[config.mk]
export PLATFORM = sky130hd
export DESIGN_NAME = phy_ctl_regs
export DESIGN_NICKNAME = d
export VERILOG_FILES = /design/src/inc/phy_ctl_pkg.sv /design/src/rtl/phy_ctl_regs.sv
export SDC_FILE = /design/constraint.sdc
export NUM_CORES = 1
export LEC_CHECK = 0
export ABC_AREA = 0
export BUFFER_PORTS_ARGS = -buffer_cell sky130_fd_sc_hd__buf_2
export CAP_MARGIN = 20
export CORE_MARGIN = 2
export CORE_UTILIZATION = 47
export DETAILED_ROUTE_END_ITERATION = 7
export PLACE_DENSITY = 0.78
export RECOVER_POWER = 100
export SETUP_SLACK_MARGIN = 0.02
export SLEW_MARGIN = 20
export SYNTH_ARGS = -nofsm -noshare
export SYNTH_HDL_FRONTEND = slang
export SYNTH_SLANG_ARGS = --single-unit
[constraint.sdc]
create_clock -name CLK -period 2.4 [get_ports CLK]
set_input_delay 0.24 -clock CLK [delete_from_list [all_inputs] [get_ports CLK]]
set_output_delay 0.24 -clock CLK [all_outputs]
set_load 0.05 [all_outputs]
[src/inc/phy_ctl_pkg.sv]
// constants for the phy control and event counter register pair
package phy_ctl_pkg;
	localparam logic [4:0]  CTRL_OFFSET   = 5'h14;
	localparam logic [4:0]  COUNT_OFFSET  = 5'h15;
	localparam logic [15:0] CTRL_RESET    = 16'h8006;
	localparam logic [15:0] CTRL_WR_MASK  = 16'hc11e;
	localparam logic [15:0] COUNT_RESET   = 16'h0000;
	localparam int          DOWNSHIFT_LSB = 14;
	localparam int          STICKY_BIT    = 8;
	localparam int          RES_LSB       = 3;
	localparam int          SCALING_BIT   = 2;
	localparam int          NEG_PD_BIT    = 1;
	localparam int          SEL_LSB       = 8;
	localparam logic [7:0]  COUNT_MAX     = 8'hff;
	localparam logic [2:0]  LIMIT_TWO     = 3'h2;
	localparam logic [2:0]  LIMIT_THREE   = 3'h3;
	localparam logic [2:0]  LIMIT_FOUR    = 3'h4;
	localparam logic [2:0]  LIMIT_NONE    = 3'h0;

	typedef enum logic [1:0] {
		NO_DOWNSHIFT          = 2'h0,
		DOWNSHIFT_AFTER_TWO   = 2'h1,
		DOWNSHIFT_AFTER_THREE = 2'h2,
		DOWNSHIFT_AFTER_FOUR  = 2'h3
	} speed_downshift_ctrl_e;

	typedef enum logic [3:0] {
		SEL_RX_ERROR   = 4'h0,
		SEL_RX_FRAME   = 4'h1,
		SEL_END_DELIM  = 4'h2,
		SEL_START_DELIM = 4'h3,
		SEL_TX_ERROR   = 4'h4,
		SEL_TX_FRAME   = 4'h5,
		SEL_COLLISION  = 4'h6,
		SEL_LINK_DOWN  = 4'h8,
		SEL_DOWNSHIFT  = 4'h9
	} event_sel_e;
endpackage

[src/rtl/phy_ctl_regs.sv]
// phy control register and selectable saturating event counter
`timescale 1ns/10ps
module phy_ctl_regs
	import phy_ctl_pkg::*;
(
	// clock and reset
	input  wire logic        CLK,
	input  wire logic        RSTN,
	input  wire logic        SOFT_RESET,
	// management register port
	input  wire logic [4:0]  REG_ADDR,
	input  wire logic        REG_WR,
	input  wire logic [15:0] REG_WDATA,
	input  wire logic        REG_RD,
	output logic      [15:0] REG_RDATA,
	output logic             REG_RVALID,
	// events from the datapath
	input  wire logic        RECEIVE_ERROR_EVENT,
	input  wire logic        RECEIVE_FRAME_EVENT,
	input  wire logic        END_DELIMITER_ERROR_EVENT,
	input  wire logic        START_DELIMITER_ERROR_EVENT,
	input  wire logic        TRANSMIT_ERROR_EVENT,
	input  wire logic        TRANSMIT_FRAME_EVENT,
	input  wire logic        COLLISION_EVENT,
	input  wire logic        LINK_DOWN_EVENT,
	input  wire logic        DOWNSHIFT_EVENT,
	// settings to the phy and the event count
	output logic      [1:0]  SPEED_DOWNSHIFT_CTRL,
	output logic      [2:0]  DOWNSHIFT_LIMIT,
	output logic             STICKY_KEEP,
	output logic      [1:0]  CONVERTER_RESOLUTION,
	output logic             QUALITY_POWER_SCALING,
	output logic             NEGOTIATION_POWER_DOWN,
	output logic      [7:0]  EVENT_COUNT
);

	logic [15:0] ctrl;
	logic [3:0]  sel;
	logic [7:0]  count;
	logic [2:0]  limit;

	function automatic logic [2:0] limit_of(input logic [1:0] f);
		case (f)
			DOWNSHIFT_AFTER_TWO:   limit_of = LIMIT_TWO;
			DOWNSHIFT_AFTER_THREE: limit_of = LIMIT_THREE;
			DOWNSHIFT_AFTER_FOUR:  limit_of = LIMIT_FOUR;
			default:               limit_of = LIMIT_NONE;
		endcase
	endfunction

	wire        ctrl_wr   = REG_WR && (REG_ADDR == CTRL_OFFSET);
	wire        count_wr  = REG_WR && (REG_ADDR == COUNT_OFFSET);
	wire        count_rd  = REG_RD && (REG_ADDR == COUNT_OFFSET);
	wire        ctrl_rd   = REG_RD && (REG_ADDR == CTRL_OFFSET);
	wire        keep      = ctrl[STICKY_BIT];
	wire        soft_clr  = SOFT_RESET && !keep;
	wire [15:0] count_reg = {4'h0, sel, count};

	// read-write bits survive a software reset only when sticky is on
	wire [15:0] next_ctrl = soft_clr ? CTRL_RESET :
		ctrl_wr ? (REG_WDATA & CTRL_WR_MASK) : ctrl;
	wire [3:0]  next_sel  = soft_clr ? 4'h0 :
		count_wr ? REG_WDATA[SEL_LSB +: 4] : sel;

	// event inputs laid out by select code; unused codes stay low
	wire [15:0] ev_code;
	wire [15:0] code_hit;

	assign ev_code[SEL_RX_ERROR]    = RECEIVE_ERROR_EVENT;
	assign ev_code[SEL_RX_FRAME]    = RECEIVE_FRAME_EVENT;
	assign ev_code[SEL_END_DELIM]   = END_DELIMITER_ERROR_EVENT;
	assign ev_code[SEL_START_DELIM] = START_DELIMITER_ERROR_EVENT;
	assign ev_code[SEL_TX_ERROR]    = TRANSMIT_ERROR_EVENT;
	assign ev_code[SEL_TX_FRAME]    = TRANSMIT_FRAME_EVENT;
	assign ev_code[SEL_COLLISION]   = COLLISION_EVENT;
	assign ev_code[7]               = 1'b0;
	assign ev_code[SEL_LINK_DOWN]   = LINK_DOWN_EVENT;
	assign ev_code[SEL_DOWNSHIFT]   = DOWNSHIFT_EVENT;
	assign ev_code[15:10]           = 6'h00;

	// one match term per select code
	genvar code;
	generate
		for (code = 0; code < 16; code++) begin : code_g
			assign code_hit[code] = (sel == 4'(code)) && ev_code[code];
		end
	endgenerate

	// receive error and start delimiter counts are approximate under
	// energy saving operation; nothing here corrects them
	wire hit = |code_hit;

	// a clear never swallows an event seen in the same cycle
	wire        count_clr  = count_rd || count_wr || SOFT_RESET;
	wire [7:0]  next_count = count_clr ? {7'h0, hit} :
		(hit && count != COUNT_MAX) ? count + 8'h01 : count;

	// read data is zero outside read cycles so no stale word leaks out
	wire [15:0] next_rdata = ctrl_rd ? ctrl :
		count_rd ? count_reg : 16'h0000;

	always_ff @(posedge CLK or negedge RSTN) begin
		if (!RSTN) begin
			ctrl <= CTRL_RESET;
		end else begin
			ctrl <= next_ctrl;
		end
	end

	// select falls back to zero on a software reset without sticky
	always_ff @(posedge CLK or negedge RSTN) begin
		if (!RSTN) begin
			sel <= COUNT_RESET[SEL_LSB +: 4];
		end else begin
			sel <= next_sel;
		end
	end

	always_ff @(posedge CLK or negedge RSTN) begin
		if (!RSTN) begin
			count <= COUNT_RESET[7:0];
		end else begin
			count <= next_count;
		end
	end

	// limit decodes the next field value so it moves with the field
	always_ff @(posedge CLK or negedge RSTN) begin
		if (!RSTN) begin
			limit <= LIMIT_THREE;
		end else begin
			limit <= limit_of(next_ctrl[DOWNSHIFT_LSB +: 2]);
		end
	end

	always_ff @(posedge CLK or negedge RSTN) begin
		if (!RSTN) begin
			REG_RDATA <= 16'h0000;
		end else begin
			REG_RDATA <= next_rdata;
		end
	end

	always_ff @(posedge CLK or negedge RSTN) begin
		if (!RSTN) begin
			REG_RVALID <= 1'b0;
		end else begin
			REG_RVALID <= REG_RD;
		end
	end

	assign SPEED_DOWNSHIFT_CTRL   = ctrl[DOWNSHIFT_LSB +: 2];
	assign DOWNSHIFT_LIMIT        = limit;
	assign STICKY_KEEP            = ctrl[STICKY_BIT];
	assign CONVERTER_RESOLUTION   = ctrl[RES_LSB +: 2];
	assign QUALITY_POWER_SCALING  = ctrl[SCALING_BIT];
	assign NEGOTIATION_POWER_DOWN = ctrl[NEG_PD_BIT];
	assign EVENT_COUNT            = count;

	wire plain_ctrl_wr = ctrl_wr && !soft_clr;

	generate
		for (code = 0; code < 16; code++) begin : code_chk_g

		end
	endgenerate
endmodule

# [Yosys cells after proc, flatten, opt, wreduce, memory -nomap -nowiden]
# Cells that the tools add are included.
# Widths: inputs -> output; s select.
[word_totals] regBits=48 input_bits=35
[op_classes] add_sub_neg=1 n_reduce_logical=23 mux=9 n_eq_ne=14
[ops] cell="$mux 16" n=3
[ops] cell="$mux 8" n=2
[ops] cell="$logic_and 1x1->1" n=15
[ops] cell="$eq 4x3->1 const B" n=3
[ops] cell="$mux 12" n=1
[ops] cell="$eq 5x5->1 const B" n=2
[ops] cell="$pmux 3 s3" n=1
[ops] cell="$reduce_or 9->1" n=1
[ops] cell="$add 8x1->8 const B" n=1
[ops] cell="$eq 4x2->1 const B" n=2
[ops] cell="$eq 4x4->1 const B" n=2
[ops] cell="$mux 4" n=2
[ops] cell="$ne 8x8->1 const B" n=1
[ops] cell="$reduce_bool 2->1" n=3
[ops] cell="$eq 2x2->1 const B" n=2
[ops] cell="$eq 4x1->1 const B" n=1
[ops] cell="$logic_not 4->1" n=1
[ops] cell="$eq 2x1->1 const B" n=1
[ops] cell="$logic_or 1x1->1" n=2
[ops] cell="$logic_not 1->1" n=1

# [Longest topological paths before layout]
# Gate-level depths: netlist of the first run.
[depth] ltp_word=6 ltp_mapped=8

# [Worst setup path after synthesis of the first run]
# No wires, ideal clock.
[synth_path] path_kind="reg-to-reg" startpoint="register count[1] (netlist: EVENT_COUNT[1])" endpoint="register count[2] (netlist: EVENT_COUNT[2])" stages_incl_launch_ff=9 synth_period_minus_slack_ns=1.981 arrival_ns=1.904 path_slack_ns=0.419 cell_sequence="dfrtp_1 -> ha_1 -> nand3_1 -> nor2_1 -> and3_1 -> a21oi_1 -> buf_2 -> a21bo_2 -> a21oi_1"
[synth_via] elab_chain_cells=3 word_cells_on_any_way=6 cone_classes="add/sub: 1; eq/ne: 1; mux: 2; reduce/logical: 2"
[synth_rtl] element="start, declared" line_no="phy_ctl_regs.sv:39" text="logic [7:0] count;"
[synth_rtl] element="start signal, assigned" line_no="phy_ctl_regs.sv:121" text="count <= COUNT_RESET[7:0];"
[synth_rtl] element="start signal, assigned" line_no="phy_ctl_regs.sv:123" text="count <= next_count;"
[synth_rtl] element="$add 8x1->8 or $ne 8x8->1 (tied branches)" line_no="phy_ctl_regs.sv:96" text="(hit && count != COUNT_MAX) ? count + 8'h01 : count;"
[synth_rtl] element="$mux 8 or $logic_and 1x1->1 (tied branches)" line_no="phy_ctl_regs.sv:96"
[synth_rtl] element="$mux 8 or $reduce_bool 2->1 (tied branches)"
# Several ways; a longest one is shown, not always the timed one. The select of a mux whose other input is x is not followed.
# A chain may end at the register's enable or synchronous reset.

# [Final worst setup path of the first run]
[layout_path] startpoint="register count[0] (netlist: EVENT_COUNT[0])" endpoint="register count[2] (netlist: EVENT_COUNT[2])"
# Same word-level chain as after synthesis.

==> results of run 1 <==
-- power by group --
| part | switching [uW] | internal [uW] |
|---|---|---|
| Clock | 192 | 112 |
| Combinational | 120 | 50.9 |
| Sequential | 19.3 | 639 |
-- cell families (layout without fill, tap and decap cells) --
kind of cell,Yosys count,in the layout
and+or+nand+nor,63,63
DFF,37,37
AOI/OAI and AO/OA,20,20
muxes,15,15
buffers and inverters,13,79
adders and majority gates,3,3
other,1,2
-- sequential cells by signal (all words and copies together), names as in the netlist --
register	count
ctrl	7
REG_RVALID	1
REG_RDATA	14
sel	4
EVENT_COUNT	8
DOWNSHIFT_LIMIT	3
-- final timing paths --
| path | from | to | slack (ps) |
|---|---|---|---|
| hold reg to reg | ctrl[14]$_DFF_PN0_ | REG_RDATA[14]$_DFF_PN0_ | 530 |
| setup reg to reg | EVENT_COUNT[0]$_DFFE_PN0P_ | EVENT_COUNT[2]$_DFFE_PN0P_ | 500 |
| setup / recovery | EVENT_COUNT[0]$_DFFE_PN0P_ | EVENT_COUNT[2]$_DFFE_PN0P_ | 500 |
| min in group asynchronous | RSTN | EVENT_COUNT[1]$_DFFE_PN0P_ | 540 |
| hold / removal | REG_RD | REG_RVALID$_DFF_PN0_ | 50 |
| max in group asynchronous | RSTN | EVENT_COUNT[2]$_DFFE_PN0P_ | 1310 |
-- cell type report --
cell class / count / area (um2)
clock inverters: 2 / 10.0
repair buffers: 66 / 292
clock buffers: 6 / 41.3
well taps: 46 / 57.6
inverters: 5 / 18.8
flip-flops and latches: 37 / 932
fillers: 313 / 1340
multi-input cells: 103 / 694
-- per-layer routing --
| metal | part of all wire | track usage | up-vias |
|---|---|---|---|
| met5 | 0 | 0 | - |
| met4 | 0.026 | 0.109 | 0 |
| met3 | 0.063 | 0.0423 | 9 |
| met2 | 0.47 | 0.319 | 52 |
| met1 | 0.44 | 0.225 | 657 |
| li1 | - | - | 656 |
-- layout by cell type (no fill, tap or decap), drive strengths merged, types with 5 or more instances in the layout --
| master | synthesis | final |
|---|---|---|
| clkbuf | 1 | 44 |
| dfrtp | 32 | 32 |
| buf | 7 | 27 |
| mux2i | 15 | 15 |
| nand2 | 15 | 15 |
| nor2 | 13 | 13 |
| and2 | 10 | 10 |
| a21oi | 6 | 6 |
| dfstp | 5 | 5 |
| inv | 5 | 5 |
| a22o | 5 | 5 |
-- worst register-to-register path, delay by kind of cell, from the launching register on --
kind	cells	cell delay, ps
AND/OR/NAND/NOR	3	520
flip-flops	1	470
AO/OA/AOI/OAI	3	410
adder cells (fa/ha/maj)	1	230
buffers and inverters	1	180
-- repair_timing --
action | in CTS | in global routing
hold buffers | 1 | 0
setup endpoints to repair | 0 | 0
endpoints found under the hold margin | 24 | 0
-- per-stage QoR --
step | std cells | utilization
after floorplan | 153 | -
after global placement | 256 | 0.605
after detailed placement | 256 | 0.605
after CTS | 265 | 0.623
after global routing | 265 | 0.604
final | 265 | 0.604
==> flow_metrics.env, run 1 <==
export IMPL_clk_pin_slew_ps=110
export IMPL_hold_slack_ps=45.1
export IMPL_yosysTopAreaCellShare=0.473
export IMPL_period_minus_slack_ps=1900
export IMPL_clockBufferDepth=2
export IMPL_ys_ff_latch=37
export IMPL_crit_family="simple AND/OR/NAND/NOR gates"
export IMPL_cts_max_level=2
export IMPL_yosys_area_share_simple=0.215
export IMPL_gr_total_overflow=0
export IMPL_netlist_top_cells_area="dfrtp_1, mux2i_1, dfstp_2"
export IMPL_place_area_um2=2050
export IMPL_slew_headroom=0.414
export IMPL_cap_violations=0
export IMPL_antenna_found_initial=0
export IMPL_synth_largest_area_cell="dfrtp_1"
export IMPL_yosysWarnings=0
export IMPL_critPathMaxStageDelay_ps=470
export IMPL_grt_pass1_wl_um=5920
export IMPL_rr_worst_depth=8
export IMPL_setup_violations=0
export IMPL_drc=0
export IMPL_path_class="reg -> reg"
export IMPL_place_hpwl_um=2610
export IMPL_path_depth=8
export IMPL_drive_gt1_frac=0.215
export IMPL_synth_area_um2=1690
export IMPL_clock_latency_ps=340
export IMPL_io_buffer_count=61
export IMPL_synth_cells=152
export IMPL_setup_slack_ps=501
export IMPL_synthArstFlopShare=1.00
export IMPL_coreArea_um2=3390
export IMPL_synthMuxAreaShare=0.0887
export IMPL_synthXorXnorAreaFrac=0
export IMPL_synth_compound_area_frac=0.0843
export IMPL_cts_sinks=37
export IMPL_detail_route_first_pass_iterations=4
export IMPL_drt_iter0_drc=111
export IMPL_crit_required_ps=2650
export IMPL_tightest_slew_ps=879
export IMPL_cp_common_cell="a21oi_1"
export IMPL_start_util=0.499
export IMPL_cp_cell_sequence="ha_1 -> nand3_1 -> nor2_1 -> and3_1 -> a21oi_1 -> buf_4 -> a21bo_2 -> a21oi_1"
export IMPL_ir_drop_v=0.000262
export IMPL_antenna_cells=0
export IMPL_synth_top_family_by_area="simple AND/OR/NAND/NOR gates"
export IMPL_pre_cts_ws_ps=416
export IMPL_syn_to_final_growth_pct=20.8
export IMPL_io_pin_count=70
export IMPL_synthAdderAreaFrac=0.0222
export IMPL_synth_edf_count=0
export IMPL_total_power_uw=1130
export IMPL_crit_path_end_kind="register"
export IMPL_run_status="completed"
export IMPL_vias_per_cell=5.18
export IMPL_grt_max_degree=38
export IMPL_cts_tree="built"
export IMPL_fin_area_um2=2050
export IMPL_critPathLaunchType="register"
export IMPL_finalWeightedCongestion=0.762
export IMPL_ant_nets=0
export IMPL_hold_depth=1
export IMPL_synth_cell_type_count=37
export IMPL_cts_made_buffers=5
export IMPL_rsz0062_at_grt="false"
export IMPL_grt_pass1_vias=1324
export IMPL_arrival_ps=2150
export IMPL_via_count=1374
export IMPL_timing_fmax_mhz=527
export IMPL_die_area_um2=4100
export IMPL_die_h_um=64.0
export IMPL_yosysSeqAreaShare=0.551
export IMPL_cts_repair_resize_count=0
export IMPL_cpMaxStageDelayCell="dfrtp_1"
export IMPL_post_cts_buffers=0
export IMPL_routed_wl_um=3550
export IMPL_rows=21
export IMPL_grt_total_usage=0.190
export IMPL_critPathMaxFanout=10
export IMPL_synth_commonest_cells="dfrtp_1, mux2i_1, nand2_1"
export IMPL_finalCritPeriodShare=0.791
export IMPL_ys_flop_type="dfrtp_1"
export IMPL_yosysMostFrequentCell="dfrtp_1"
export IMPL_power_density_nw_per_um2=554
export IMPL_tns_ps=0
export IMPL_syn_area_per_cell_um2=11.1
export IMPL_worstHoldPathType="in -> reg"
export IMPL_wl_per_cell_um=13.4
export IMPL_fin_skew_ps=17.4
export IMPL_cp_buffers_inverters=1
export IMPL_root_buffer="clkbuf_4"
export IMPL_finalHoldViolations=0
export IMPL_fin_nets=256
export IMPL_slew_viol_final=0
export IMPL_leakage_uw=0.000996
export IMPL_die_w_um=64.0
(Power assumes the default switching activity.)
==> run 2: changes to the inputs <==
clock period = 2 ns   (was 2.4 ns; I/O delays follow)
==> flow_metrics.env, run 2 (synthesis gave the netlist of run 1 again) <==
export IMPL_arrival_ps=2100
export IMPL_crit_path_end_kind="register"
export IMPL_switchingPower_uw=392
export IMPL_slew_headroom=0.138
export IMPL_clockPowerShare=0.264
export IMPL_fin_skew_ps=7.43
export IMPL_crit_required_ps=2270
export IMPL_critPathMaxStageDelay_ps=460
export IMPL_cp_cell_sequence="ha_1 -> nand3_1 -> nor2_1 -> and3_1 -> a21oi_1 -> or4b_1 -> o21ai_2"
export IMPL_critPathLaunchType="register"
export IMPL_io_pin_count=70
export IMPL_die_area_um2=4100
export IMPL_rsz0062_at_grt="false"
export IMPL_setup_slack_ps=163
export IMPL_swShare=0.286
export IMPL_cts_sinks=37
export IMPL_setup_violations=0
export IMPL_final_cell_mix="clkbuf_1, dfrtp_1, buf_2, mux2i_1, nand2_1"
export IMPL_clock_latency_ps=330
export IMPL_clockBufferDepth=2
export IMPL_gr_total_overflow=0
export IMPL_drc=0
export IMPL_p_int_uw=978
export IMPL_die_h_um=64.0
export IMPL_p_seq_frac=0.573
export IMPL_ant_nets=0
export IMPL_cts_made_buffers=5
export IMPL_clk_pin_slew_ps=100
export IMPL_via_count=1363
export IMPL_cpMaxStageDelayCell="or4b_1"
export IMPL_power_density_nw_per_um2=652
export IMPL_finalHoldViolations=0
export IMPL_grt_pass1_wl_um=5660
export IMPL_critPathMaxFanout=6
export IMPL_place_hpwl_um=2740
export IMPL_drt_iter0_drc=59
export IMPL_grt_total_usage=0.184
export IMPL_tightest_slew_ps=1290
export IMPL_vias_per_cell=4.99
export IMPL_period_minus_slack_ps=1840
export IMPL_grt_max_degree=27
export IMPL_pre_cts_ws_ps=95.8
export IMPL_syn_to_final_growth_pct=24.1
export IMPL_cap_violations=0
export IMPL_die_w_um=64.0
export IMPL_fin_nets=264
export IMPL_antenna_cells=0
export IMPL_detail_route_first_pass_iterations=4
export IMPL_path_class="reg -> reg"
export IMPL_io_buffer_count=61
export IMPL_largest_reg_flops=14
export IMPL_routed_wl_um=3580
export IMPL_rows=21
export IMPL_grt_pass1_vias=1241
export IMPL_finalWeightedCongestion=0.790
export IMPL_run_status="completed"
export IMPL_leakage_uw=0.00101
export IMPL_slew_viol_final=0
export IMPL_post_cts_buffers=0
export IMPL_cts_repair_resize_count=0
export IMPL_cts_max_level=2
export IMPL_timing_fmax_mhz=544
export IMPL_cts_tree="built"
export IMPL_comb_power_share=0.163
export IMPL_regMostFlops="REG_RDATA"
export IMPL_antenna_found_initial=0
export IMPL_worstHoldPathType="in -> reg"
export IMPL_finalCritPeriodShare=0.918
export IMPL_ir_drop_v=0.000334
export IMPL_coreArea_um2=3390
export IMPL_drive_gt1_frac=0.220
export IMPL_tns_ps=0
export IMPL_layout_commonest_cell="clkbuf_1"
export IMPL_root_buffer="clkbuf_4"
export IMPL_wl_per_cell_um=13.1
export IMPL_start_util=0.499
-- run 2: cell count changes in the layout (fill, tap and decap cells not counted), sizes merged --
cell	before	now
buf	27	31
clkbuf	44	49
clkinv	2	0
dlygate4sd3	1	2
-- run 2: cell type report --
| cell class | instances | area (um2) |
|---|---|---|
| Clock buffer | 8 | 48.8 |
| Fill cell | 303 | 1290 |
| Inverter | 5 | 18.8 |
| Multi-Input combinational cell | 103 | 704 |
| Sequential cell | 37 | 932 |
| Tap cell | 46 | 57.6 |
| Timing Repair Buffer | 74 | 339 |
-- run 2: critical path, delay by kind of cell (launching register included) --
kind / cells / cell delay (ps)
AO/OA/AOI/OAI: 2 / 210
adder cells (fa/ha/maj): 1 / 240
flip-flops: 1 / 450
AND/OR/NAND/NOR: 4 / 860
-- run 2: final timing paths --
kind | startpoint | to | slack, ps | depth (start not counted)
min | REG_WDATA[1] | ctrl[1]$_DFFE_PN1P_ | 100 | 3
max | EVENT_COUNT[1]$_DFFE_PN0P_ | EVENT_COUNT[4]$_DFFE_PN0P_ | 160 | 7
max reg2reg | EVENT_COUNT[1]$_DFFE_PN0P_ | EVENT_COUNT[4]$_DFFE_PN0P_ | 160 | 7
max in group asynchronous | RSTN | sel[0]$_DFFE_PN0P_ | 420 | 3
min reg2reg | ctrl[14]$_DFF_PN0_ | REG_RDATA[14]$_DFF_PN0_ | 530 | 1
min in group asynchronous | RSTN | REG_RDATA[15]$_DFF_PN0_ | 660 | 2
-- run 2: timing repair --
action,in CTS,in global routing
setup endpoints to repair,0,0
hold buffers,2,0
hold endpoints to repair,20,0
-- run 2: metal layers --
metal,up-vias,track usage,part of all wire
met5,-,0,0
met4,0,0.0734,0.017
met3,6,0.0581,0.067
met2,47,0.294,0.48
met1,635,0.232,0.43
li1,675,-,-
-- run 2: power groups by stage --
stage                     clock network, uW  logic [uW]  registers (uW)
after floorplan                           0        78.6             857
after global placement                    0         227             799
after detailed placement                  0         232             800
after CTS                               371         236             785
after global routing                    419         242             789
final                                   361         223             785
-- run 2: through the flow --
stage               cell area (um2)  hold WS (ps)  total power, uW   util  instances
floorplan                      1700         -95.6              936      -        153
global placement               2110           213             1030  0.621        263
detailed placement             2110           212             1030  0.621        263
CTS                            2170          81.7             1390  0.642        273
global route                   2100          68.2             1450  0.620        273
finish                         2100          96.4             1370  0.620        273
